## src/srw_map.vh

```
// register map, field positions, reset values and timing constants
`ifndef SRW_MAP_VH
`define SRW_MAP_VH

// ========
// register byte addresses
`define SRW_ADDR_SLEEP     8'h00
`define SRW_ADDR_GATE      8'h04
`define SRW_ADDR_WDOG      8'h08
`define SRW_ADDR_FLAGS     8'h0C
`define SRW_ADDR_STATUS    8'h10

// ========
// sleep_power_control fields
`define SRW_SLP_ALLOW      5
`define SRW_SLP_KIND_HI    4
`define SRW_SLP_KIND_LO    3
`define SRW_SLP_RSVD       2
`define SRW_SLP_RESET      8'h00
`define SRW_SLP_RMASK      8'hFB

// sleep kinds
`define SRW_KIND_IDLE      2'h0
`define SRW_KIND_NOISE     2'h1
`define SRW_KIND_PDOWN     2'h2
`define SRW_KIND_STANDBY   2'h3

// ========
// peripheral_clock_gate fields
`define SRW_GATE_WIDE      3
`define SRW_GATE_NARROW    2
`define SRW_GATE_SERIAL    1
`define SRW_GATE_CONV      0
`define SRW_GATE_RESET     4'h0

// ========
// watchdog control fields
`define SRW_WD_FLAG        7
`define SRW_WD_IE          6
`define SRW_WD_PS3         5
`define SRW_WD_UNLOCK      4
`define SRW_WD_ON          3
`define SRW_WD_PS_HI       2
`define SRW_WD_PS_LO       0
`define SRW_WD_PS_MAX      4'h9
`define SRW_WD_PS_RESET    4'h0
`define SRW_WD_WINDOW      3'h4

// ========
// reset flag fields
`define SRW_FLG_WDOG       3
`define SRW_FLG_BROWN      2
`define SRW_FLG_EXT        1
`define SRW_FLG_POWER      0

// ========
// bus responses
`define SRW_RESP_OKAY      2'h0
`define SRW_RESP_DECERR    2'h3

// ========
// clocks and watchdog periods
`define SRW_CLK_HZ         200000000
`define SRW_WD_OSC_HZ      128000
`define SRW_WD_BASE        20'h0_0800
`define SRW_STRETCH_W      16

`endif

```

## src/srw_sleep_reset_wdog.v

```verilog
// sleep, clock gating, reset merge and watchdog control with AXI4-Lite
//
// Added by the designer: the register offsets and the AXI4-Lite register port.
`timescale 1ns/1ps
`include "srw_map.vh"

// Behaviour
// sleep only while sleep_allow_bit is set
// software sets allow just before sleep, clears on wake
// kind: 00 idle, 01 noise, 10 power-down, 11 standby
// standby only with a crystal clock
// gate bits 7..4 read zero
// gate bit 3 freezes the wide timer
// gate bit 2 freezes the narrow timer
// gate bit 1 stops serial clock; software reinitialises
// gate bit 0 shuts converter and comparator mux use
// any reset restores registers; fetch from vector
// ports reset at once, with no clock
// a counter stretches reset after all sources release
// reset merges power-on, pin, watchdog, brown-out
// pin low resets unclocked; release starts counter
// brown-out resets at once; recovery waits for counter
// expiry gives a one-cycle pulse, then the counter
// bandgap on for brown-out, comparator select, converter
// watchdog ticks from a 128 kHz oscillator
// watchdog clears on kick, disable and reset
// ten periods; unkicked expiry resets
// interrupt instead of reset, waking power-down
// level 1 timed disable, level 2 always on
// change accepted within four cycles of unlock
// watchdog flag set by its reset, cleared by write 0
// gated peripherals freeze, registers inaccessible
// stretch length is a static input in clock cycles
module srw_sleep_reset_wdog (
  // clock and power-on reset
  input  wire        clock,
  input  wire        reset_n,
  // reset sources and fuses
  input  wire        ext_pin_n,
  input  wire        ext_pin_enable,
  input  wire        brownout_low,
  input  wire        brownout_enable,
  input  wire        watchdog_lock_fuse,
  input  wire [15:0] stretch_len,
  // core events and analog selects
  input  wire        sleep_instr,
  input  wire        kick_instr,
  input  wire        wake_event,
  input  wire        comparator_bandgap_select,
  input  wire        converter_enable,
  // AXI4-Lite write
  input  wire        s_axi_awvalid,
  output reg         s_axi_awready,
  input  wire [7:0]  s_axi_awaddr,
  input  wire        s_axi_wvalid,
  output reg         s_axi_wready,
  input  wire [31:0] s_axi_wdata,
  input  wire [3:0]  s_axi_wstrb,
  output reg         s_axi_bvalid,
  input  wire        s_axi_bready,
  output reg  [1:0]  s_axi_bresp,
  // AXI4-Lite read
  input  wire        s_axi_arvalid,
  output reg         s_axi_arready,
  input  wire [7:0]  s_axi_araddr,
  output reg         s_axi_rvalid,
  input  wire        s_axi_rready,
  output reg  [31:0] s_axi_rdata,
  output reg  [1:0]  s_axi_rresp,
  // resets out
  output reg         core_reset_reg,
  output reg         io_reset_n_reg,
  // clocks and power out
  output reg         sleeping_reg,
  output reg  [1:0]  sleep_kind_reg,
  output reg         cpu_clk_run_reg,
  output reg         io_clk_run_reg,
  output reg         timer_wide_run_reg,
  output reg         timer_narrow_run_reg,
  output reg         serial_clk_run_reg,
  output reg         converter_power_reg,
  output reg         comp_mux_allow_reg,
  output reg         bandgap_on_reg,
  output reg         wd_irq_reg
);
  // ========
  // reset merge
  wire hard_rst_n = reset_n & ~(ext_pin_enable & ~ext_pin_n)
                    & ~(brownout_enable & brownout_low);
  wire hold;
  reg  wd_pulse_reg;

  // pin and brown-out act with no clock, the pulse restarts the delay
  srw_stretch u_stretch (
    .clock      (clock),
    .hard_rst_n (hard_rst_n),
    .restart    (wd_pulse_reg),
    .len        (stretch_len),
    .hold_reg   (hold)
  );

  // ports go to reset state the instant power-on, pin or brown-out asserts; a watchdog pulse takes one clock edge
  always @(posedge clock or negedge hard_rst_n) begin
    if (!hard_rst_n) begin
      io_reset_n_reg <= 1'b0;
      core_reset_reg <= 1'b1;
    end else begin
      io_reset_n_reg <= ~hold & ~wd_pulse_reg;
      core_reset_reg <= hold | wd_pulse_reg;
    end
  end

  // ========
  // registers
  reg  [7:0] spc_reg;
  reg  [3:0] pcg_reg;
  reg        wd_on_reg;
  reg        wd_ie_reg;
  reg        wd_flag_reg;
  reg  [3:0] wd_ps_reg;
  reg  [2:0] unl_cnt_reg;
  reg  [3:0] rst_flags_reg;
  wire       level2 = watchdog_lock_fuse;
  wire       wd_on_eff = level2 | wd_on_reg
                         | rst_flags_reg[`SRW_FLG_WDOG];
  wire       unlocked = (unl_cnt_reg != 3'h0);

  // ========
  // bus write channel
  reg        aw_got_reg;
  reg        w_got_reg;
  reg  [7:0] aw_addr_reg;
  reg  [7:0] w_byte_reg;
  reg        w_en_reg;
  wire       wr_fire = aw_got_reg & w_got_reg & ~s_axi_bvalid;
  wire [7:0] wb = w_byte_reg;
  wire       wr_slp = wr_fire & w_en_reg
                      & (aw_addr_reg == `SRW_ADDR_SLEEP);
  wire       wr_gate = wr_fire & w_en_reg
                       & (aw_addr_reg == `SRW_ADDR_GATE);
  wire       wr_wd = wr_fire & w_en_reg
                     & (aw_addr_reg == `SRW_ADDR_WDOG);
  wire       wr_flg = wr_fire & w_en_reg
                      & (aw_addr_reg == `SRW_ADDR_FLAGS);
  wire       addr_ok = (aw_addr_reg == `SRW_ADDR_SLEEP)
                       | (aw_addr_reg == `SRW_ADDR_GATE)
                       | (aw_addr_reg == `SRW_ADDR_WDOG)
                       | (aw_addr_reg == `SRW_ADDR_FLAGS)
                       | (aw_addr_reg == `SRW_ADDR_STATUS);

  // address and data are taken in either order, response after both
  always @(posedge clock or negedge reset_n) begin
    if (!reset_n) begin
      s_axi_awready <= 1'b1;
      s_axi_wready  <= 1'b1;
      s_axi_bvalid  <= 1'b0;
      s_axi_bresp   <= `SRW_RESP_OKAY;
      aw_got_reg    <= 1'b0;
      w_got_reg     <= 1'b0;
      aw_addr_reg   <= 8'h00;
      w_byte_reg    <= 8'h00;
      w_en_reg      <= 1'b0;
    end else begin
      if (s_axi_awvalid & s_axi_awready) begin
        aw_got_reg    <= 1'b1;
        aw_addr_reg   <= s_axi_awaddr;
        s_axi_awready <= 1'b0;
      end
      if (s_axi_wvalid & s_axi_wready) begin
        w_got_reg    <= 1'b1;
        w_byte_reg   <= s_axi_wdata[7:0];
        w_en_reg     <= s_axi_wstrb[0];
        s_axi_wready <= 1'b0;
      end
      if (wr_fire) begin
        s_axi_bvalid <= 1'b1;
        s_axi_bresp  <= addr_ok ? `SRW_RESP_OKAY : `SRW_RESP_DECERR;
        aw_got_reg   <= 1'b0;
        w_got_reg    <= 1'b0;
      end
      if (s_axi_bvalid & s_axi_bready) begin
        s_axi_bvalid  <= 1'b0;
        s_axi_awready <= 1'b1;
        s_axi_wready  <= 1'b1;
      end
    end
  end

  // ========
  // sleep and gate registers, reset by every source
  always @(posedge clock or negedge hard_rst_n) begin
    if (!hard_rst_n) begin
      spc_reg <= `SRW_SLP_RESET;
      pcg_reg <= `SRW_GATE_RESET;
    end else if (hold) begin
      spc_reg <= `SRW_SLP_RESET;
      pcg_reg <= `SRW_GATE_RESET;
    end else begin
      if (wr_slp)
        spc_reg <= wb & `SRW_SLP_RMASK;
      if (wr_gate)
        pcg_reg <= wb[3:0];
    end
  end

  // ========
  // watchdog oscillator tick; divide rounds down so periods never stretch
  localparam integer DIV_N = `SRW_CLK_HZ / `SRW_WD_OSC_HZ;
  localparam [31:0]  DIV_LAST = DIV_N - 1;
  reg  [10:0] div_reg;
  reg         tick_reg;
  always @(posedge clock or negedge reset_n) begin
    if (!reset_n) begin
      div_reg  <= 11'h000;
      tick_reg <= 1'b0;
    end else begin
      tick_reg <= (div_reg == DIV_LAST[10:0]);
      if (div_reg == DIV_LAST[10:0])
        div_reg <= 11'h000;
      else
        div_reg <= div_reg + 11'h001;
    end
  end

  wire wd_run = wd_on_eff | wd_ie_reg;
  wire wd_expire;
  wire [3:0] ps_sel = (wd_ps_reg > `SRW_WD_PS_MAX) ? `SRW_WD_PS_MAX
                                                    : wd_ps_reg;

  srw_wdog_count u_wdog (
    .clock      (clock),
    .reset_n    (reset_n),
    .clear      (kick_instr | ~wd_run | hold),
    .tick       (tick_reg),
    .sel        (ps_sel),
    .expire_reg (wd_expire)
  );

  // ========
  // watchdog control; unlock write opens a four-cycle window
  wire unl_write = wr_wd & wb[`SRW_WD_UNLOCK] & wb[`SRW_WD_ON];
  wire [3:0] ps_new = {wb[`SRW_WD_PS3], wb[`SRW_WD_PS_HI:`SRW_WD_PS_LO]};
  wire cfg_write = wr_wd & ~wb[`SRW_WD_UNLOCK];
  wire to_irq = wd_expire & wd_ie_reg;
  wire to_rst = wd_expire & ~wd_ie_reg & wd_on_eff;

  always @(posedge clock or negedge hard_rst_n) begin
    if (!hard_rst_n) begin
      wd_on_reg    <= 1'b0;
      wd_ie_reg    <= 1'b0;
      wd_flag_reg  <= 1'b0;
      wd_ps_reg    <= `SRW_WD_PS_RESET;
      unl_cnt_reg  <= 3'h0;
      wd_pulse_reg <= 1'b0;
    end else if (hold) begin
      wd_on_reg    <= 1'b0;
      wd_ie_reg    <= 1'b0;
      wd_flag_reg  <= 1'b0;
      wd_ps_reg    <= `SRW_WD_PS_RESET;
      unl_cnt_reg  <= 3'h0;
      wd_pulse_reg <= 1'b0;
    end else begin
      wd_pulse_reg <= to_rst;
      if (unl_write)
        unl_cnt_reg <= `SRW_WD_WINDOW;
      else if (unlocked)
        unl_cnt_reg <= unl_cnt_reg - 3'h1;
      if (wr_wd) begin
        wd_ie_reg <= wb[`SRW_WD_IE];
        if (wb[`SRW_WD_ON])
          wd_on_reg <= 1'b1;
        else if (cfg_write & unlocked & ~level2)
          wd_on_reg <= 1'b0;
        if (cfg_write & (unlocked | ~level2))
          wd_ps_reg <= ps_new;
      end
      // set beats a same-cycle write-one clear
      if (to_irq)
        wd_flag_reg <= 1'b1;
      else if (wr_wd & wb[`SRW_WD_FLAG])
        wd_flag_reg <= 1'b0;
      if (to_irq & wd_on_eff)
        wd_ie_reg <= 1'b0;         // next expiry resets
    end
  end

  // ========
  // reset cause flags survive everything except power-on
  always @(posedge clock or negedge reset_n) begin
    if (!reset_n) begin
      rst_flags_reg <= 4'h1;
    end else begin
      if (wd_pulse_reg)
        rst_flags_reg[`SRW_FLG_WDOG] <= 1'b1;
      else if (wr_flg & ~wb[`SRW_FLG_WDOG])
        rst_flags_reg[`SRW_FLG_WDOG] <= 1'b0;
      if (brownout_enable & brownout_low)
        rst_flags_reg[`SRW_FLG_BROWN] <= 1'b1;
      else if (wr_flg & ~wb[`SRW_FLG_BROWN])
        rst_flags_reg[`SRW_FLG_BROWN] <= 1'b0;
      if (ext_pin_enable & ~ext_pin_n)
        rst_flags_reg[`SRW_FLG_EXT] <= 1'b1;
      else if (wr_flg & ~wb[`SRW_FLG_EXT])
        rst_flags_reg[`SRW_FLG_EXT] <= 1'b0;
      if (wr_flg & ~wb[`SRW_FLG_POWER])
        rst_flags_reg[`SRW_FLG_POWER] <= 1'b0;
    end
  end

  // ========
  // sleep state; wake on event, watchdog interrupt or reset
  localparam [2:0] ST_RUN   = 3'b001;
  localparam [2:0] ST_SLEEP = 3'b010;
  localparam [2:0] ST_WAKE  = 3'b100;
  reg [2:0] st_reg;

  always @(posedge clock or negedge hard_rst_n) begin
    if (!hard_rst_n) begin
      st_reg         <= ST_RUN;
      sleep_kind_reg <= `SRW_KIND_IDLE;
    end else if (hold) begin
      st_reg <= ST_RUN;
    end else begin
      case (st_reg)
        ST_RUN: begin
          if (sleep_instr & spc_reg[`SRW_SLP_ALLOW]) begin
            st_reg         <= ST_SLEEP;
            sleep_kind_reg <= spc_reg[`SRW_SLP_KIND_HI:`SRW_SLP_KIND_LO];
          end
        end
        ST_SLEEP: begin
          if (wake_event | to_irq)
            st_reg <= ST_WAKE;
        end
        ST_WAKE:
          st_reg <= ST_RUN;
        default:
          st_reg <= ST_RUN;
      endcase
    end
  end

  // ========
  // clock and power outputs, all registered
  wire asleep = (st_reg == ST_SLEEP);
  wire io_kind = (sleep_kind_reg == `SRW_KIND_IDLE);
  always @(posedge clock or negedge hard_rst_n) begin
    if (!hard_rst_n) begin
      sleeping_reg         <= 1'b0;
      cpu_clk_run_reg      <= 1'b0;
      io_clk_run_reg       <= 1'b0;
      timer_wide_run_reg   <= 1'b0;
      timer_narrow_run_reg <= 1'b0;
      serial_clk_run_reg   <= 1'b0;
      converter_power_reg  <= 1'b0;
      comp_mux_allow_reg   <= 1'b0;
      bandgap_on_reg       <= 1'b0;
      wd_irq_reg           <= 1'b0;
    end else begin
      sleeping_reg    <= asleep;
      cpu_clk_run_reg <= ~asleep & ~hold;
      io_clk_run_reg  <= ~hold & (~asleep | io_kind);
      // gating clears the run enables to freeze state; register access is not blocked here
      timer_wide_run_reg   <= ~pcg_reg[`SRW_GATE_WIDE];
      timer_narrow_run_reg <= ~pcg_reg[`SRW_GATE_NARROW];
      serial_clk_run_reg   <= ~pcg_reg[`SRW_GATE_SERIAL];
      converter_power_reg  <= ~pcg_reg[`SRW_GATE_CONV]
                              & converter_enable;
      comp_mux_allow_reg   <= ~pcg_reg[`SRW_GATE_CONV];
      bandgap_on_reg <= brownout_enable | comparator_bandgap_select
                        | converter_enable;
      wd_irq_reg <= wd_flag_reg & wd_ie_reg;
    end
  end

  // ========
  // bus read channel, data one cycle after the address is taken
  reg [7:0] rd_byte;
  reg       rd_ok;
  always @* begin
    rd_byte = 8'h00;
    rd_ok   = 1'b1;
    case (s_axi_araddr)
      `SRW_ADDR_SLEEP:  rd_byte = spc_reg;
      `SRW_ADDR_GATE:   rd_byte = {4'h0, pcg_reg};
      `SRW_ADDR_WDOG:   rd_byte = {wd_flag_reg, wd_ie_reg, wd_ps_reg[3],
                                   unlocked, wd_on_eff, wd_ps_reg[2:0]};
      `SRW_ADDR_FLAGS:  rd_byte = {4'h0, rst_flags_reg};
      `SRW_ADDR_STATUS: rd_byte = {5'h00, st_reg};
      default:          rd_ok   = 1'b0;
    endcase
  end

  always @(posedge clock or negedge reset_n) begin
    if (!reset_n) begin
      s_axi_arready <= 1'b1;
      s_axi_rvalid  <= 1'b0;
      s_axi_rdata   <= 32'h0000_0000;
      s_axi_rresp   <= `SRW_RESP_OKAY;
    end else begin
      if (s_axi_arvalid & s_axi_arready) begin
        s_axi_arready <= 1'b0;
        s_axi_rvalid  <= 1'b1;
        s_axi_rdata   <= {24'h00_0000, rd_byte};
        s_axi_rresp   <= rd_ok ? `SRW_RESP_OKAY : `SRW_RESP_DECERR;
      end
      if (s_axi_rvalid & s_axi_rready) begin
        s_axi_rvalid  <= 1'b0;
        s_axi_arready <= 1'b1;
      end
    end
  end
endmodule

```

## src/srw_stretch.v

```verilog
// reset stretch delay counter
`timescale 1ns/1ps
`include "srw_map.vh"
module srw_stretch (
  // clock and hard reset
  input  wire                      clock,
  input  wire                      hard_rst_n,
  // control
  input  wire                      restart,
  input  wire [`SRW_STRETCH_W-1:0] len,
  // stretched reset, high while the core is held
  output reg                       hold_reg
);
  reg [`SRW_STRETCH_W-1:0] cnt_reg;

  // counting starts the cycle after the last source releases
  always @(posedge clock or negedge hard_rst_n) begin
    if (!hard_rst_n) begin
      cnt_reg  <= {`SRW_STRETCH_W{1'b0}};
      hold_reg <= 1'b1;
    end else if (restart) begin
      cnt_reg  <= {`SRW_STRETCH_W{1'b0}};
      hold_reg <= 1'b1;
    end else if (hold_reg) begin
      if (cnt_reg == len)
        hold_reg <= 1'b0;
      else
        cnt_reg <= cnt_reg + 1'b1;
    end
  end
endmodule

```

## src/srw_wdog_count.v

```verilog
// watchdog period counter on the oscillator tick
`timescale 1ns/1ps
`include "srw_map.vh"
module srw_wdog_count (
  // clock and reset
  input  wire       clock,
  input  wire       reset_n,
  // control
  input  wire       clear,
  input  wire       tick,
  input  wire [3:0] sel,
  // one-cycle expiry
  output reg        expire_reg
);
  reg  [19:0] cnt_reg;
  wire [19:0] last = (`SRW_WD_BASE << sel) - 20'h0_0001;

  // ten periods of 2K to 1024K oscillator cycles
  always @(posedge clock or negedge reset_n) begin
    if (!reset_n) begin
      cnt_reg    <= 20'h0_0000;
      expire_reg <= 1'b0;
    end else begin
      expire_reg <= 1'b0;
      if (clear)
        cnt_reg <= 20'h0_0000;
      else if (tick) begin
        if (cnt_reg >= last) begin
          cnt_reg    <= 20'h0_0000;
          expire_reg <= 1'b1;
        end else
          cnt_reg <= cnt_reg + 20'h0_0001;
      end
    end
  end
endmodule
```

## config.mk

```make
export PLATFORM = sky130hd
export DESIGN_NAME = srw_sleep_reset_wdog
export DESIGN_NICKNAME = d
export VERILOG_FILES = /design/src/srw_sleep_reset_wdog.v /design/src/srw_stretch.v /design/src/srw_wdog_count.v
export VERILOG_INCLUDE_DIRS = /design/src
export SDC_FILE = /design/constraint.sdc
export NUM_CORES = 1
export LEC_CHECK = 0
export ABC_AREA = 1
export BUFFER_PORTS_ARGS = -buffer_cell sky130_fd_sc_hd__buf_2
export CAP_MARGIN = 20
export CORE_ASPECT_RATIO = 0.9
export CORE_MARGIN = 1.5
export CORE_UTILIZATION = 30
export CTS_CLUSTER_DIAMETER = 100
export DETAILED_ROUTE_END_ITERATION = 10
export SYNTH_ARGS = -nofsm -noshare
export SYNTH_HDL_FRONTEND = slang
export SYNTH_SLANG_ARGS = --single-unit
```

## constraint.sdc

```tcl
create_clock -name clock -period 5.83 [get_ports clock]
set_input_delay 0.2915 -clock clock [delete_from_list [all_inputs] [get_ports clock]]
set_output_delay 0.2915 -clock clock [all_outputs]
set_load 0.01 [all_outputs]
```

# Yosys cells after proc, flatten, opt, wreduce, memory -nomap -nowiden
# Cells that the tools add are included.
# op_classes
n_reduce_logical	29
mux	63
bitwise	71
n_shift	1
n_eq_ne	15
order_cmp	2
addsub	5
# ops
op	n
$mux 20	3
$mux 16	3
$pmux 8 s5	1
$mux 1	38
$and 1x1->1	37
$eq 8x4->1 const B	4
$reduce_bool 2->1	15
$mux 4	6
$add 20x1->20 const B	1
$ge 20x20->1	1
$shl 12x4->20 const A	1
$sub 20x1->20 const B	1
$not 1->1	19
$mux 3	6
$add 16x1->16 const B	1
$eq 16x16->1	1
$eq 8x3->1 const B	2
$eq 8x5->1 const B	2
$logic_not 8->1	2
$mux 8	2
$or 1x1->1	15
$reduce_bool 3->1	5
$add 11x1->11 const B	1
$eq 11x11->1 const B	1
other kinds (14)	18
# word_totals
wordCells	231
input_bits	85
reg_bits	130
out_inout_bits	55

# Depth between registers and ports, before layout
# depth
ltp_word	11
depth_mapped	18
ltp_nobuf	17

# Cells and area by module
# Synthesis repeated with hierarchy kept, for this count alone.
# unflattened
cells_unflattened	1021
area_unflattened_um2	7569.8
# modules_own_cells
mod	instances	cells_per_inst	area_per_inst_um2	seq_area_each_um2
srw_sleep_reset_wdog	1	538	4441.8	2234.6
srw_wdog_count	1	235	1629.1	525.5
srw_stretch	1	248	1498.9	426.7

# Least setup slack after synthesis
# No wires, ideal clock.
# synth_timing
path_kind	register -> register
startpoint	register wd_ps_reg[2]
endpoint	register u_wdog.cnt_reg[11]
stages_incl_launch_ff	17
setup_slack_ps	3518
t_arrival_ps	2240
n_path_buf	1
synth_period_minus_slack_ps	2312
setup_ps	72
required_ps	5758
path_cell_list	dfrtp_1 > clkbuf_1 > nor2_1 > inv_1 > nor2_1 > inv_1 > ha_1 > nand2_1 > xnor2_1 > ha_1 > a21oi_1 > o21ai_0 > nor2_1 > nand3_1 > nand2_1 > inv_2 > nor2_1
# synth_between
elab_chain_cells	8
# synth_lines
item	line	source
start: declaration	srw_sleep_reset_wdog.v:120	reg [3:0] wd_ps_reg;
start signal: assignment	srw_sleep_reset_wdog.v:252	wd_ps_reg <= `SRW_WD_PS_RESET;
start signal: assignment	srw_sleep_reset_wdog.v:259	wd_ps_reg <= `SRW_WD_PS_RESET;
start signal: assignment	srw_sleep_reset_wdog.v:275	wd_ps_reg <= ps_new;
$gt 4x4->1 (no line)	n/a	
$mux 4 *	srw_sleep_reset_wdog.v:227	wire [3:0] ps_sel = (wd_ps_reg > `SRW_WD_PS_MAX) ? `SRW_WD_PS_MAX
$shl 12x4->20 (no line) *	n/a	
$sub 20x1->20 *	srw_wdog_count.v:16	wire [19:0] last = (`SRW_WD_BASE << sel) - 20'h0_0001;
$ge 20x20->1 *	srw_wdog_count.v:28	if (cnt_reg >= last) begin
$mux 20 *	srw_wdog_count.v:28	
$mux 20 *	srw_wdog_count.v:27	else if (tick) begin
$mux 20 *	srw_wdog_count.v:25	if (clear)
end signal: assignment	srw_wdog_count.v:32	cnt_reg <= cnt_reg + 20'h0_0001;
end: declaration	srw_wdog_count.v:15	reg [19:0] cnt_reg;
# Every way passes the cells marked *; elsewhere a longest branch is shown, timed or not. The select of a mux whose other input is x is not followed.
# A chain may end at the register's enable or synchronous reset.

# Worst setup path after layout
# layout_timing
startpoint	register wd_ps_reg[2]
endpoint	register u_wdog.cnt_reg[18]
# Same word-level chain as after synthesis.

==> metrics.txt <==
Total Power=2730 uW; Detailed Route Iter0 Violations=524; Worst-path clk slew=0.06 ns; router iterations before antenna repair=5; commonest non-fill, non-tap cell in the layout=nand2_1; worst min path class=in2reg; syn_area_per_cell=7.35 um^2; post-CTS setup buffer count=0; # placed instances=1342; crit path DAT=3.05 ns; Max Slew Vio Count=0; FF+latch count, synth=127; latest clock arrival within the worst-skew pair=0.41 ns; unrepaired setup endpoints after global routing=false; setup_tns=0 ns; routability cong.=0.825; Final min period=2.69 ns; H-Tree Depth=4; DIE AREA=0.0247 mm^2; post_cts resized=0; WS Path Type=reg2reg; Req. time, crit path=6.19 ns; final setup fails=0; Crit path largest cell delay=0.47 ns; CTS Hold Bufs=0; Finished Layout Cells=1375; vias in the first global route=5672; initial antenna violation count=1; leakage power=0.00425 uW; Fmax achieved=372 MHz; antenna cells=0; commonest cells after routing, fill and taps aside=nand2_1 (294), inv_1 (120), dfrtp_1 (120); first-pass GRT wire length=28500 um; Synth Cell Area=0.00713 mm^2; Syn Inst Count=970; asr flop ratio synth=100%; Core Rows=53; clock sinks=127; Port Buffers=88; power per cell area=324 mW/mm^2; io pins=140; dpl ws=3.14 ns; M1 WL=9010 um; P&R area growth vs syn=18.0%; max FFs per register=20; CTS Buf Count=17; met2 routed WL=6970 um; worst path cell trace=nor2_1 > inv_1 > nor2_1 > inv_1 > ha_1 > nand2_1 > xnor2_1 > ha_1 > a21oi_1 > a21oi_1 > nor2_1 > nand3_1 > inv_1 > nand2_1 > nand2_1; CTS root buf=clkbuf_16; WL/cell=12.6 um; final worst setup slack=3.14 ns; Seq/Total Area, Yosys=44.7%; # fillers=2497; critical path's slowest cell=dfrtp_1; reg-to-reg slack, setup=3.14 ns; Layout Skew=0.00931 ns; Top FF cell, synth=dfrtp_1; DRC=0; CP max FO=9; endpoints failing hold=0; post-synthesis cell type count=38; Worst setup EP type=flop; clk buf depth=2; largest net degree at the start of global routing=73; uppermost layer routed=met5; DIE HEIGHT=149 um; Routed Antenna Nets=0; DR WL met3=1130 um; core area=0.0233 mm^2; period utilization=46.2%; drt total wl=17300 um; Worst VDD drop=0.153 mV; grt total ovfl=0; drt via density=4.51; die width=166 um; Post-synth EDFFs=0; Initial Utilization=30.5%; total track usage=14.8%; max_cap viols=0; CTS tree=built; Syn. warnings=0; Crit path max-delay family=simple AND/OR/NAND/NOR gates; share of layout cells above drive strength 1=14.2%; vias after detailed routing=6198; Least-Margin Pin Slew=0.951 ns; status=completed; Final #Nets=1161; Final Core Density=36.1%; Worst Path Buf+Inv=3; max_slew headroom=36.6%; HPWL after DPL=12600 um; CP Launch Type=flop
power by group:
part / switching, uW / internal [uW]
Sequential: 90.4 / 1020
Combinational: 307 / 170
Clock: 409 / 738
synth_stat cells (7+ instances only):
| master | count | share of area, % |
|---|---|---|
| nor3_1 | 13 | 0.91 |
| dfrtp_1 | 120 | 42 |
| nor2_1 | 116 | 6.1 |
| xor2_1 | 21 | 2.6 |
| a21oi_1 | 12 | 0.84 |
| o21ai_1 | 7 | 0.49 |
| ha_1 | 16 | 2.8 |
| xnor2_1 | 7 | 0.86 |
| buf_4 | 26 | 2.7 |
| inv_2 | 10 | 0.53 |
| nand4_1 | 17 | 1.5 |
| nand2_1 | 294 | 15 |
| inv_1 | 120 | 6.3 |
| nand3_1 | 92 | 6.5 |
| dfstp_2 | 7 | 2.6 |
| buf_2 | 9 | 0.63 |
| o21ai_0 | 44 | 3.1 |
per-stage QoR:
| step | area, um^2 | hold WS [ns] |
|---|---|---|
| 2_1_floorplan | 7220 | -0.00409 |
| 3_3_place_gp | 7760 | 0.464 |
| 3_5_place_dp | 7760 | 0.465 |
| 4_1_cts | 8400 | 0.0239 |
| 5_1_grt | 8420 | 0.0374 |
| 6_report | 8420 | 0.0390 |
kinds of logic after synthesis:
group	synth area share, %
XOR/XNOR	3.44
flip-flops	44.7
AND/OR/NAND/NOR	32.1
other	0.0526
buffers and inverters	11.0
AO/OA/AOI/OAI	5.91
adder cells (fa/ha/maj)	2.81
final cells by class:
class / count / area, um^2 / share of cell area (%)
clock buffer: 19 / 453 / 5.38
multi-input combinational: 692 / 3250 / 38.6
clock inverter: 13 / 185 / 2.20
tap: 302 / 378 / 4.49
timing repair buffer: 91 / 470 / 5.59
inverter: 131 / 492 / 5.84
sequential: 127 / 3190 / 37.9
final timing paths:
check                                   start            endpoint  cells after the start
worst max-delay path             wd_ps_reg[2]  u_wdog.cnt_reg[18]                     15
worst min-delay path            s_axi_awvalid       s_axi_awready                      2
worst max register to register   wd_ps_reg[2]  u_wdog.cnt_reg[18]                     15
worst min register to register  s_axi_awready       s_axi_awready                      2
max in group asynchronous             reset_n   sleep_kind_reg[1]                      5
min in group asynchronous             reset_n          div_reg[3]                      2
worst register-to-register path, stage by stage, from the launching register on:
cell and delay (ns):
dfrtp_1 0.47, nor2_1 0.17, inv_1 0.07, nor2_1 0.18
inv_1 0.07, ha_1 0.22, nand2_1 0.09, xnor2_1 0.13
ha_1 0.28, a21oi_1 0.16, a21oi_1 0.09, nor2_1 0.19
nand3_1 0.26, inv_1 0.15, nand2_1 0.06, nand2_1 0.05
per-layer routing:
layer | track usage (%) | vias to the layer above
met5 | 0 | -
met4 | 4.06 | 2
met1 | 22.7 | 2834
met2 | 20.4 | 158
li1 | - | 3190
met3 | 3.56 | 14
Note: power is estimated with default switching activity, not from simulation.
